==> src/rtl/bshs_defines.vh <==
// Constants for the status and high-set register bank of the step-down converter.
// Included by bare name by every design file of the bank; definitions only.
`ifndef BSHS_DEFINES_VH
`define BSHS_DEFINES_VH

// Seven-bit target address on the two-wire bus.
`define BSHS_I2C_ADDR 7'h1c
// Highest bus bit rate served, in kb/s; at 40 MHz one bit spans 100 clocks or more.
`define BSHS_I2C_MAX_KBPS 400
`define BSHS_CLK_MHZ 40
`define BSHS_MIN_BIT_CYCLES ((`BSHS_CLK_MHZ * 1000) / `BSHS_I2C_MAX_KBPS)

// Register offsets.
`define BSHS_REG_FAULT_STATUS 8'h01
`define BSHS_REG_HIGH_SET 8'h10

// Field positions.
`define BSHS_TSD_BIT 7
`define BSHS_PG_BIT 0
`define BSHS_GATE_BIT 7
`define BSHS_CODE_MSB 6

// Reset values.
`define BSHS_HIGH_SET_RESET 8'h97
`define BSHS_STATUS_RESET 8'h00

// Target level arithmetic in microvolts.
`define BSHS_LEVEL_BASE_UV 23'h04a015
`define BSHS_LEVEL_STEP_UV 23'h000c35
`define BSHS_LEVEL_W 23

`endif

==> src/rtl/bshs_level_calc.v <==
// Target output level arithmetic for the high-set level code.
// Purely combinational; the caller registers the result.
`timescale 1ns/1ps
`default_nettype none
`include "bshs_defines.vh"

module bshs_level_calc (
	input wire [6:0] code_in,
	input wire [1:0] bank_in,
	output wire [`BSHS_LEVEL_W-1:0] level_uv_out
);
	wire [`BSHS_LEVEL_W-1:0] code_ext;
	wire [`BSHS_LEVEL_W-1:0] step_sum;
	wire [`BSHS_LEVEL_W-1:0] ref_uv;

	// Base plus step times code, then doubled once per bank; peak is 5.6 V, within 23 bits.
	assign code_ext = {{(`BSHS_LEVEL_W-7){1'b0}}, code_in};
	assign step_sum = code_ext * `BSHS_LEVEL_STEP_UV;
	assign ref_uv = `BSHS_LEVEL_BASE_UV + step_sum;
	assign level_uv_out = ref_uv << bank_in;

endmodule
`default_nettype wire

==> src/rtl/bshs_top.v <==
// Status and high-set control register bank with its two-wire bus target.
// Assumes bus pins, status comparators and pins are synchronous to clock_in.
`timescale 1ns/1ps
`default_nettype none
`include "bshs_defines.vh"

module bshs_top (
	input wire clock_in,
	input wire sys_rst_in,
	input wire scl_in,
	input wire sda_in,
	output reg sda_out,
	output reg sda_oe_out,
	input wire thermal_over_in,
	input wire vout_good_in,
	input wire set_select_pin_in,
	input wire enable_pin_in,
	input wire low_set_gate_in,
	input wire [1:0] bank_high_set_in,
	output reg converter_enable_out,
	output reg high_set_active_out,
	output reg [6:0] level_code_high_set_out,
	output reg [`BSHS_LEVEL_W-1:0] high_set_target_uv_out,
	output reg [7:0] high_set_reg_out,
	output reg [7:0] status_reg_out
);
	localparam [8:0] ST_IDLE = 9'h001;
	localparam [8:0] ST_ADDR = 9'h002;
	localparam [8:0] ST_ACK_A = 9'h004;
	localparam [8:0] ST_PTR = 9'h008;
	localparam [8:0] ST_ACK_P = 9'h010;
	localparam [8:0] ST_WDATA = 9'h020;
	localparam [8:0] ST_ACK_D = 9'h040;
	localparam [8:0] ST_RDATA = 9'h080;
	localparam [8:0] ST_RACK = 9'h100;

	reg [8:0] state_q;
	reg scl_q;
	reg sda_q;
	reg [7:0] shift_q;
	reg [3:0] bit_cnt_q;
	reg rw_q;
	reg nack_q;
	reg [7:0] ptr_q;
	reg [7:0] rd_q;
	reg [7:0] high_set_q;
	reg [7:0] status_q;
	wire scl_rise;
	wire scl_fall;
	wire bus_start;
	wire bus_stop;
	wire byte_done;
	wire [`BSHS_LEVEL_W-1:0] level_uv;
	reg [7:0] rd_mux;

	// Bus edges; a slow bit rate only stretches the gaps between these events.
	assign scl_rise = scl_in & ~scl_q;
	assign scl_fall = ~scl_in & scl_q;
	assign bus_start = scl_in & scl_q & sda_q & ~sda_in;
	assign bus_stop = scl_in & scl_q & ~sda_q & sda_in;
	assign byte_done = (bit_cnt_q == 4'h8);

	// Read data for the current pointer; reserved bits and unmapped offsets read zero.
	always @* begin
		rd_mux = 8'h00;
		if (ptr_q == `BSHS_REG_FAULT_STATUS)
			rd_mux = status_q;
		else if (ptr_q == `BSHS_REG_HIGH_SET)
			rd_mux = high_set_q;
	end

	bshs_level_calc u_level (
		.code_in(high_set_q[`BSHS_CODE_MSB:0]),
		.bank_in(bank_high_set_in),
		.level_uv_out(level_uv)
	);

	// Live status flags, refreshed every clock so a read sees the present condition.
	always @(posedge clock_in) begin
		if (sys_rst_in) begin
			status_q <= `BSHS_STATUS_RESET;
		end else begin
			status_q <= 8'h00;
			status_q[`BSHS_TSD_BIT] <= thermal_over_in;
			status_q[`BSHS_PG_BIT] <= vout_good_in;
		end
	end

	// Converter control outputs, all taken from flip-flops.
	always @(posedge clock_in) begin
		if (sys_rst_in) begin
			converter_enable_out <= 1'b0;
			high_set_active_out <= 1'b0;
			level_code_high_set_out <= 7'h00;
			high_set_target_uv_out <= {`BSHS_LEVEL_W{1'b0}};
			high_set_reg_out <= `BSHS_HIGH_SET_RESET;
			status_reg_out <= `BSHS_STATUS_RESET;
		end else begin
			if (set_select_pin_in)
				converter_enable_out <= enable_pin_in & high_set_q[`BSHS_GATE_BIT];
			else
				converter_enable_out <= enable_pin_in & low_set_gate_in;
			high_set_active_out <= set_select_pin_in;
			level_code_high_set_out <= high_set_q[`BSHS_CODE_MSB:0];
			high_set_target_uv_out <= level_uv;
			high_set_reg_out <= high_set_q;
			status_reg_out <= status_q;
		end
	end

	// Bus target: sample on clock rise, change data on clock fall, ack by pulling low.
	always @(posedge clock_in) begin
		if (sys_rst_in) begin
			state_q <= ST_IDLE;
			scl_q <= 1'b1;
			sda_q <= 1'b1;
			shift_q <= 8'h00;
			bit_cnt_q <= 4'h0;
			rw_q <= 1'b0;
			nack_q <= 1'b0;
			ptr_q <= 8'h00;
			rd_q <= 8'h00;
			high_set_q <= `BSHS_HIGH_SET_RESET;
			sda_out <= 1'b0;
			sda_oe_out <= 1'b0;
		end else begin
			scl_q <= scl_in;
			sda_q <= sda_in;
			sda_out <= 1'b0;
			if (bus_stop) begin
				state_q <= ST_IDLE;
				sda_oe_out <= 1'b0;
			end else if (bus_start) begin
				state_q <= ST_ADDR;
				bit_cnt_q <= 4'h0;
				sda_oe_out <= 1'b0;
			end else begin
				case (state_q)
					ST_IDLE: begin
						sda_oe_out <= 1'b0;
					end
					ST_ADDR, ST_PTR, ST_WDATA: begin
						if (scl_rise) begin
							shift_q <= {shift_q[6:0], sda_in};
							bit_cnt_q <= bit_cnt_q + 4'h1;
						end else if (scl_fall && byte_done) begin
							bit_cnt_q <= 4'h0;
							if (state_q == ST_ADDR) begin
								if (shift_q[7:1] == `BSHS_I2C_ADDR) begin
									rw_q <= shift_q[0];
									sda_oe_out <= 1'b1;
									state_q <= ST_ACK_A;
								end else begin
									state_q <= ST_IDLE;
								end
							end else if (state_q == ST_PTR) begin
								ptr_q <= shift_q;
								sda_oe_out <= 1'b1;
								state_q <= ST_ACK_P;
							end else begin
								// Only the writable register takes data; status is read-only.
								if (ptr_q == `BSHS_REG_HIGH_SET)
									high_set_q <= shift_q;
								ptr_q <= ptr_q + 8'h01;
								sda_oe_out <= 1'b1;
								state_q <= ST_ACK_D;
							end
						end
					end
					ST_ACK_A: begin
						if (scl_fall) begin
							if (rw_q) begin
								rd_q <= rd_mux;
								sda_oe_out <= ~rd_mux[7];
								ptr_q <= ptr_q + 8'h01;
								state_q <= ST_RDATA;
							end else begin
								sda_oe_out <= 1'b0;
								state_q <= ST_PTR;
							end
						end
					end
					ST_ACK_P, ST_ACK_D: begin
						if (scl_fall) begin
							sda_oe_out <= 1'b0;
							state_q <= ST_WDATA;
						end
					end
					ST_RDATA: begin
						if (scl_rise) begin
							bit_cnt_q <= bit_cnt_q + 4'h1;
						end else if (scl_fall) begin
							if (byte_done) begin
								bit_cnt_q <= 4'h0;
								sda_oe_out <= 1'b0;
								state_q <= ST_RACK;
							end else begin
								sda_oe_out <= ~rd_q[6];
								rd_q <= {rd_q[6:0], 1'b0};
							end
						end
					end
					ST_RACK: begin
						// A high level at the ack bit ends the read burst.
						if (scl_rise) begin
							nack_q <= sda_in;
						end else if (scl_fall) begin
							if (nack_q) begin
								state_q <= ST_IDLE;
							end else begin
								rd_q <= rd_mux;
								sda_oe_out <= ~rd_mux[7];
								ptr_q <= ptr_q + 8'h01;
								state_q <= ST_RDATA;
							end
						end
					end
					default: begin
						state_q <= ST_IDLE;
						sda_oe_out <= 1'b0;
					end
				endcase
			end
		end
	end

endmodule
`default_nettype wire

==> config.mk <==
export PLATFORM = sky130hd
export DESIGN_NAME = bshs_top
export DESIGN_NICKNAME = d
export VERILOG_FILES = /design/src/rtl/bshs_level_calc.v /design/src/rtl/bshs_top.v
export VERILOG_INCLUDE_DIRS = /design/src /design/src/rtl
export SDC_FILE = /design/constraint.sdc
export NUM_CORES = 1
export LEC_CHECK = 0
export ABC_AREA = 1
export BUFFER_PORTS_ARGS = -buffer_cell sky130_fd_sc_hd__clkbuf_2
export CORE_MARGIN = 4
export CORE_UTILIZATION = 55
export CTS_BUF_LIST = sky130_fd_sc_hd__clkbuf_8 sky130_fd_sc_hd__clkbuf_16
export DETAILED_ROUTE_END_ITERATION = 8
export GPL_TIMING_DRIVEN = 0
export PLACE_DENSITY = 0.8
export SLEW_MARGIN = 40
export SYNTH_ARGS = -nofsm -noshare
export SYNTH_HDL_FRONTEND = slang
export SYNTH_SLANG_ARGS = --single-unit
==> constraint.sdc <==
create_clock -name clock_in -period 5.1 [get_ports clock_in]
set_input_delay 0 -clock clock_in [delete_from_list [all_inputs] [get_ports clock_in]]
set_output_delay 0 -clock clock_in [all_outputs]
set_load 0.02 [all_outputs]
# After elaboration in Yosys (flattened, before gate mapping)
# Index checks and enable logic that the tools add are counted.
[word_totals]
regBits = 105
inputBits = 11
wordCells = 163
[classes]
addsub = 3
multipliers = 1
eq_ne = 40
shifts = 1
muxes = 59
bitwise_logic = 21
n_reduce_logical = 18
[op_table]
columns = ["op", "count"]
rows = [
  ["8-bit 2-to-1 mux", 13],
  ["9-bit 2-to-1 mux", 10],
  ["7-bit 2-to-1 mux", 9],
  ["9-bit one-hot mux with 6 select lines", 1],
  ["3-bit inequality test (second input constant)", 10],
  ["10-bit AND reduction", 3],
  ["2-bit inequality test (second input constant)", 14],
  ["4-bit 2-to-1 mux", 6],
  ["8-bit one-hot mux with 3 select lines", 1],
  ["19-bit by 23-bit adder with 23-bit output (first input constant)", 1],
  ["23-bit by 2-bit << shifter with 23-bit output", 1],
  ["11-bit AND reduction", 2],
  ["7-bit one-hot mux with 3 select lines", 1],
  ["7-bit by 12-bit multiplier with 19-bit output (second input constant)", 1],
  ["1-bit 2-to-1 mux", 14],
  ["4-bit inequality test (second input constant)", 3],
  ["1-bit inverter", 12],
  ["1-bit AND", 9],
  ["9-bit by 1-bit equality test with 1-bit output (second input constant)", 1],
  ["9-bit by 2-bit equality test with 1-bit output (second input constant)", 1],
  ["9-bit by 3-bit equality test with 1-bit output (second input constant)", 1],
  ["9-bit by 4-bit equality test with 1-bit output (second input constant)", 1],
  ["9-bit by 5-bit equality test with 1-bit output (second input constant)", 1],
  ["9-bit by 6-bit equality test with 1-bit output (second input constant)", 1],
  ["other kinds (21)", 26],
]

# Longest topological paths before layout
[logic_depth]
word_depth = 8
mapped_depth = 25

# Modules after synthesis
# A second synthesis with hierarchy kept.
[unflattened]
hier_cells = 972
area_unflattened_um2 = 6511.2
[by_module_without_submodules]
columns = ["mod", "n_inst", "cells_per_inst", "area_each_um2"]
rows = [
  ["bshs_top", 1, 596, 4166.5],
  ["bshs_level_calc", 1, 376, 2344.7],
]

# Least setup slack after synthesis
# Ideal clock, no wire load.
[synth_path]
path_kind = "reg-to-reg"
start = "reg high_set_q[5]"
end = "reg high_set_target_uv_out[18]"
arrival_time_ns = 3.416
required_ns = 4.986
slack_ns = 1.570
stages_incl_launch_ff = 22
n_path_buf = 0
synth_period_minus_slack_ns = 3.530
path_cell_list = "dfxtp_1 > inv_1 > ha_1 > inv_1 > ha_1 > ha_1 > fa_1 > ha_1 > nand2_1 > nand2_1 > a21oi_1 > nand3_1 > nand2_1 > nand2_2 > nor2_1 > nand3_2 > nand2_2 > nand2_1 > nand2_1 > nand3_1 > nand3_1 > nand2_1"
[synth_between]
elab_chain_len = 3
[synth_lines]
columns = ["element", "line", "text"]
rows = [
  ["start, declared", "bshs_top.v:46", "reg [7:0] high_set_q;"],
  ["start signal, assigned", "bshs_top.v:123", "high_set_q <= `BSHS_HIGH_SET_RESET;"],
  ["start signal, assigned", "bshs_top.v:163", "high_set_q <= shift_q;"],
  ["7-bit by 12-bit multiplier with 19-bit output (no source line)", "-", ""],
  ["19-bit by 23-bit adder with 23-bit output (no source line)", "-", ""],
  ["23-bit by 2-bit << shifter with 23-bit output", "bshs_level_calc.v:20", "assign level_uv_out = ref_uv << bank_in;"],
  ["end signal, assigned", "bshs_top.v:95", "high_set_target_uv_out <= {`BSHS_LEVEL_W{1'b0}};"],
  ["end signal, assigned", "bshs_top.v:105", "high_set_target_uv_out <= level_uv;"],
  ["end, declared", "bshs_top.v:23", "output reg [`BSHS_LEVEL_W-1:0] high_set_target_uv_out,"],
]
# Every way passes these cells.
# A chain may end at the register's enable or synchronous reset.

# Worst setup path in the final report
[layout_path]
start = "reg high_set_q[5]"
end = "reg high_set_target_uv_out[21]"
# Same word-level chain as after synthesis.

==> impl.org <==
** STA
- Max-slew violation count :: 0
- Timing would allow up to about 0.24 GHz.
- Across the routed clock network, the largest skew measured is 9.17 ps.
- The number of failing hold endpoints at the final stage was 0.
- Worst slew slack as a fraction of its limit :: 0.573
- The routed design could run at a clock period as short as a little over 4000 ps.
- Dividing the final minimum period by the clock period gives 0.808.
- Setup violations remaining at the end of the flow were counted as 0.
- Transition time of the tightest slew-check pin :: 640 ps
- Worst-case hold slack :: 102 ps
- Unrepaired setup endpoints after global routing :: no
- Adding up every negative setup slack in the final design gives 0 ps.

** Worst setup path
- Reg-to-reg critical path endpoint :: high_set_target_uv_out[21]
- STA classifies the critical path endpoint as a register.
- Worst Setup Start Kind :: register
- Crit Path Class :: register to register
- Setup slack on the worst reg-to-reg path comes out at roughly 980 ps.
- Arrival time at the worst endpoint :: approximately 4300 ps
- Maximum fanout along the worst path :: 7
- Data on the critical path is required at its endpoint by 5320 ps.
- Depth of the worst register-to-register path :: 19
- Reg-to-reg critical path startpoint :: high_set_q[5]

** Global routing
- Entering global routing, the biggest net connects 16 pins.
- Via count of the first global-routing pass :: 5433
- Wire length of the first global-routing pass :: 24100 um
- For this run, the total global-route usage over all layers was measured as 0.225.
- Total grt overflow :: 0
- The initial antenna violation count came to 0.

** CTS
- TritonCTS clock tree :: built
- Count of H-tree levels built during CTS :: 3
- Gates resized during post-CTS repair numbered 0.
- For the worst-skew pair, the clock arrives at the later sink with an insertion delay of 350 ps.
- Sink count of the clock tree :: 90
- Counting along the longest clock path gives a buffer depth of 2.
- Clock transition time at the flip-flop clock pins of the worst setup and hold paths :: 60 ps
- Cts bufs inserted :: 9
- CTS root buffer :: clkbuf_16

** Yosys
- Xor-xnor portion of the synthesized cell area :: 0.0265
- The complex-gate fraction of the synthesized area is 0.123.
- Of all cell types, the one taking the most synthesized area is dfxtp_1.
- Total standard cell area after synthesis :: just over 0.006 mm2
- Simple logic cell fraction of the synthesized area :: 0.313
- After synthesis, the share of cell area in mux cells is 0.00161.
- Number of warning messages in the yosys log :: 0
- Register bit count reported by yosys :: 90
- Synthesized instance count :: between 800 and 900
- A synthesized cell averages 7.02 um2.
- Predominant post-synthesis flop cell :: dfxtp_1
- Yosys instantiated no cell more often than nand2_1.
- Ranked by total cell area, the synthesized netlist is headed by dfxtp_1 (29%), ha_1 (12%), nand2_1 (11%), inv_1 (7.0%), nor2_1 (5.8%).
- Synth cell types :: 51
- Post-synth top area share :: 0.289
- Of the total synthesized cell area, the portion taken by full adders, half adders and majority gates is 0.142.
- Of the synthesized area, sequential elements account for 0.289.
- Share of flip-flops with an asynchronous set or reset after synthesis :: 0
- Count of flip-flops with a built-in enable after synthesis :: 0
- By area, the combinational part of the netlist is dominated by simple AND/OR/NAND/NOR gates.
- Most numerous cell types in the synthesized netlist :: nand2_1 (186), inv_1 (116), nor2_1 (96)

** Power
- For this design the static power due to leakage is around 3.5 nW.
- Dividing total power by cell area gives a power density of approximately 270 mW/mm2.
- Maximum vdd ir drop :: 0.331 mV

** Placement
- Detail Placement HPWL :: 11100 um
- Port bufs :: 53
- Placer congestion estimate :: approximately 0.92

** Drt
- In this run, the number of DRC markers left after iteration 0 of detailed routing was 393.
- Dividing the detail-routed via count by the number of cells gives between 5 and 6.
- Summed over all layers, the routed wires come to ~14000 um.
- Routed length per placed instance :: 12.5 um
- First-pass DRT Iterations :: 6
- Post-route DRC :: 0
- Count of nets left with antenna violations after detail routing :: 0
- DR vias :: 5763

** Job
- Across the run, the number of max-cap violations was 0.

** Floorplan
- Initial core utilization :: 0.567
- The die covers about 0.013 mm2.
- I/O Pins :: 61
- The initialized floorplan defines 38 standard-cell rows.
- The die is 114 um wide.
- The die is 114 um tall.
- Core outline area :: 0.0110 mm2

** Hold path
- The min-delay analysis places its worst path in the category input pin to register.
- The path with the worst hold slack has its endpoint at high_set_q[6].
- The startpoint identified for the worst hold timing path is sys_rst_in.
- The worst hold path passes through 4 cells.

** Layout
- The repair_antennas step left the layout with diodes totalling 0.
- Number of nets in the final layout :: 1042
- Fraction of final layout cells sized beyond drive strength 1 :: 0.158
- The area growth from synthesis to layout is 13.5%.

** Run status
- The flow ran to the end, and the final reports show no timing, DRC or antenna violations.
-- worst max-delay path by stage --
stage / start / end / slack, ps / depth (start not counted)
2_1_floorplan: high_set_q[5] / high_set_target_uv_out[18] / 1570 / 21
3_3_place_gp: high_set_q[5] / high_set_target_uv_out[21] / 1050 / 19
3_5_place_dp: high_set_q[5] / high_set_target_uv_out[21] / 1010 / 19
4_1_cts: high_set_q[5] / high_set_target_uv_out[21] / 980 / 19
5_1_grt: high_set_q[5] / high_set_target_uv_out[21] / 660 / 19
6_report: high_set_q[5] / high_set_target_uv_out[21] / 980 / 19
-- what timing repair did --
action	in CTS	in global routing
setup buffers	0	0
endpoints found under the hold margin	7	0
hold buffers	7	0
-- flip-flops by register name, summed over array words and instances, names as in the netlist --
name	cells
sda_q	1
rd_q	7
high_set_active_out	1
level_code_high_set_out	6
shift_q	8
high_set_target_uv_out	23
high_set_q	8
state_q	9
ptr_q	8
high_set_reg_out	6
nack_q	1
scl_q	1
status_q	2
converter_enable_out	1
rw_q	1
bit_cnt_q	4
sda_oe_out	1
status_reg_out	2
-- cell type report --
type,count,area [um2]
Clock buffer,10,239
Multi-Input combinational cell,645,3800
Sequential cell,90,1800
Inverter,130,488
Tap cell,140,175
Clock inverter,6,66.3
Timing Repair Buffer,60,335
Fill cell,965,3910
Buffer,28,160
-- power breakdown --
part	internal (W)	switching, W	total [W]
Sequential	0.000765	0.0000500	0.000815
Clock	0.000393	0.000270	0.000663
Combinational	0.000149	0.000260	0.000409
Total	0.00131	0.000580	0.00189
-- cell families (layout without fill, tap and decap cells) --
group	after synthesis	in the layout
AOI/OAI and AO/OA	130	130
xor gates and xnor gates	18	18
adders and majority gates	67	67
buffers and inverters	158	234
DFF	90	90
muxes	1	1
other	1	7
and+or+nand+nor	422	422
-- metal layers --
layer | share of wire | GRT usage | vias up
met5 | 0 | 0 | -
met4 | 0.016 | 0.0594 | 0
met3 | 0.039 | 0.0455 | 16
met2 | 0.49 | 0.393 | 105
met1 | 0.46 | 0.281 | 2613
li1 | - | - | 3029
-- layout by cell type, fill, tap and decap left out, types with 7 or more instances in the layout --
cell type and n:
o22ai_1 11, a211oi_1 11, nand3_1 65, ha_1 61
nand4_1 8, nand2_2 20, clkbuf_1 11, inv_2 13
a21oi_1 33, o21ai_0 50, nor2_1 96, clkbuf_2 53
xor2_1 11, buf_4 12, dlygate4sd3_1 7, clkbuf_16 9
or2_2 7, dfxtp_1 90, conb_1 7, nor3_1 9
inv_1 117, nand2_1 186
-- per-stage QoR --
stage | cell area (um2) | utilization | power, W | setup WS, ps | std cells
floorplan | 6250 | - | 0.00114 | 1570 | 893
global placement | 6690 | 0.609 | 0.00123 | 1050 | 1086
detailed placement | 6690 | 0.609 | 0.00123 | 1010 | 1086
CTS | 7070 | 0.644 | 0.00190 | 984 | 1109
global route | 7070 | 0.644 | 0.00200 | 656 | 1109
finish | 7070 | 0.644 | 0.00189 | 978 | 1109
-- critical path: stages (launching register included) --
cell and delay, ps:
dfxtp_1 500, inv_1 190, ha_1 320, inv_1 40
ha_1 330, ha_1 340, fa_1 470, ha_1 370
nand2_1 100, nor2_1 140, nand3_1 150, nand3_1 160
nand2_1 70, nand3_1 80, xor2_1 300, inv_1 100
nand3_2 90, nand3_1 100, nand2_1 110, nor2_1 50
(Power assumes the default switching activity.)
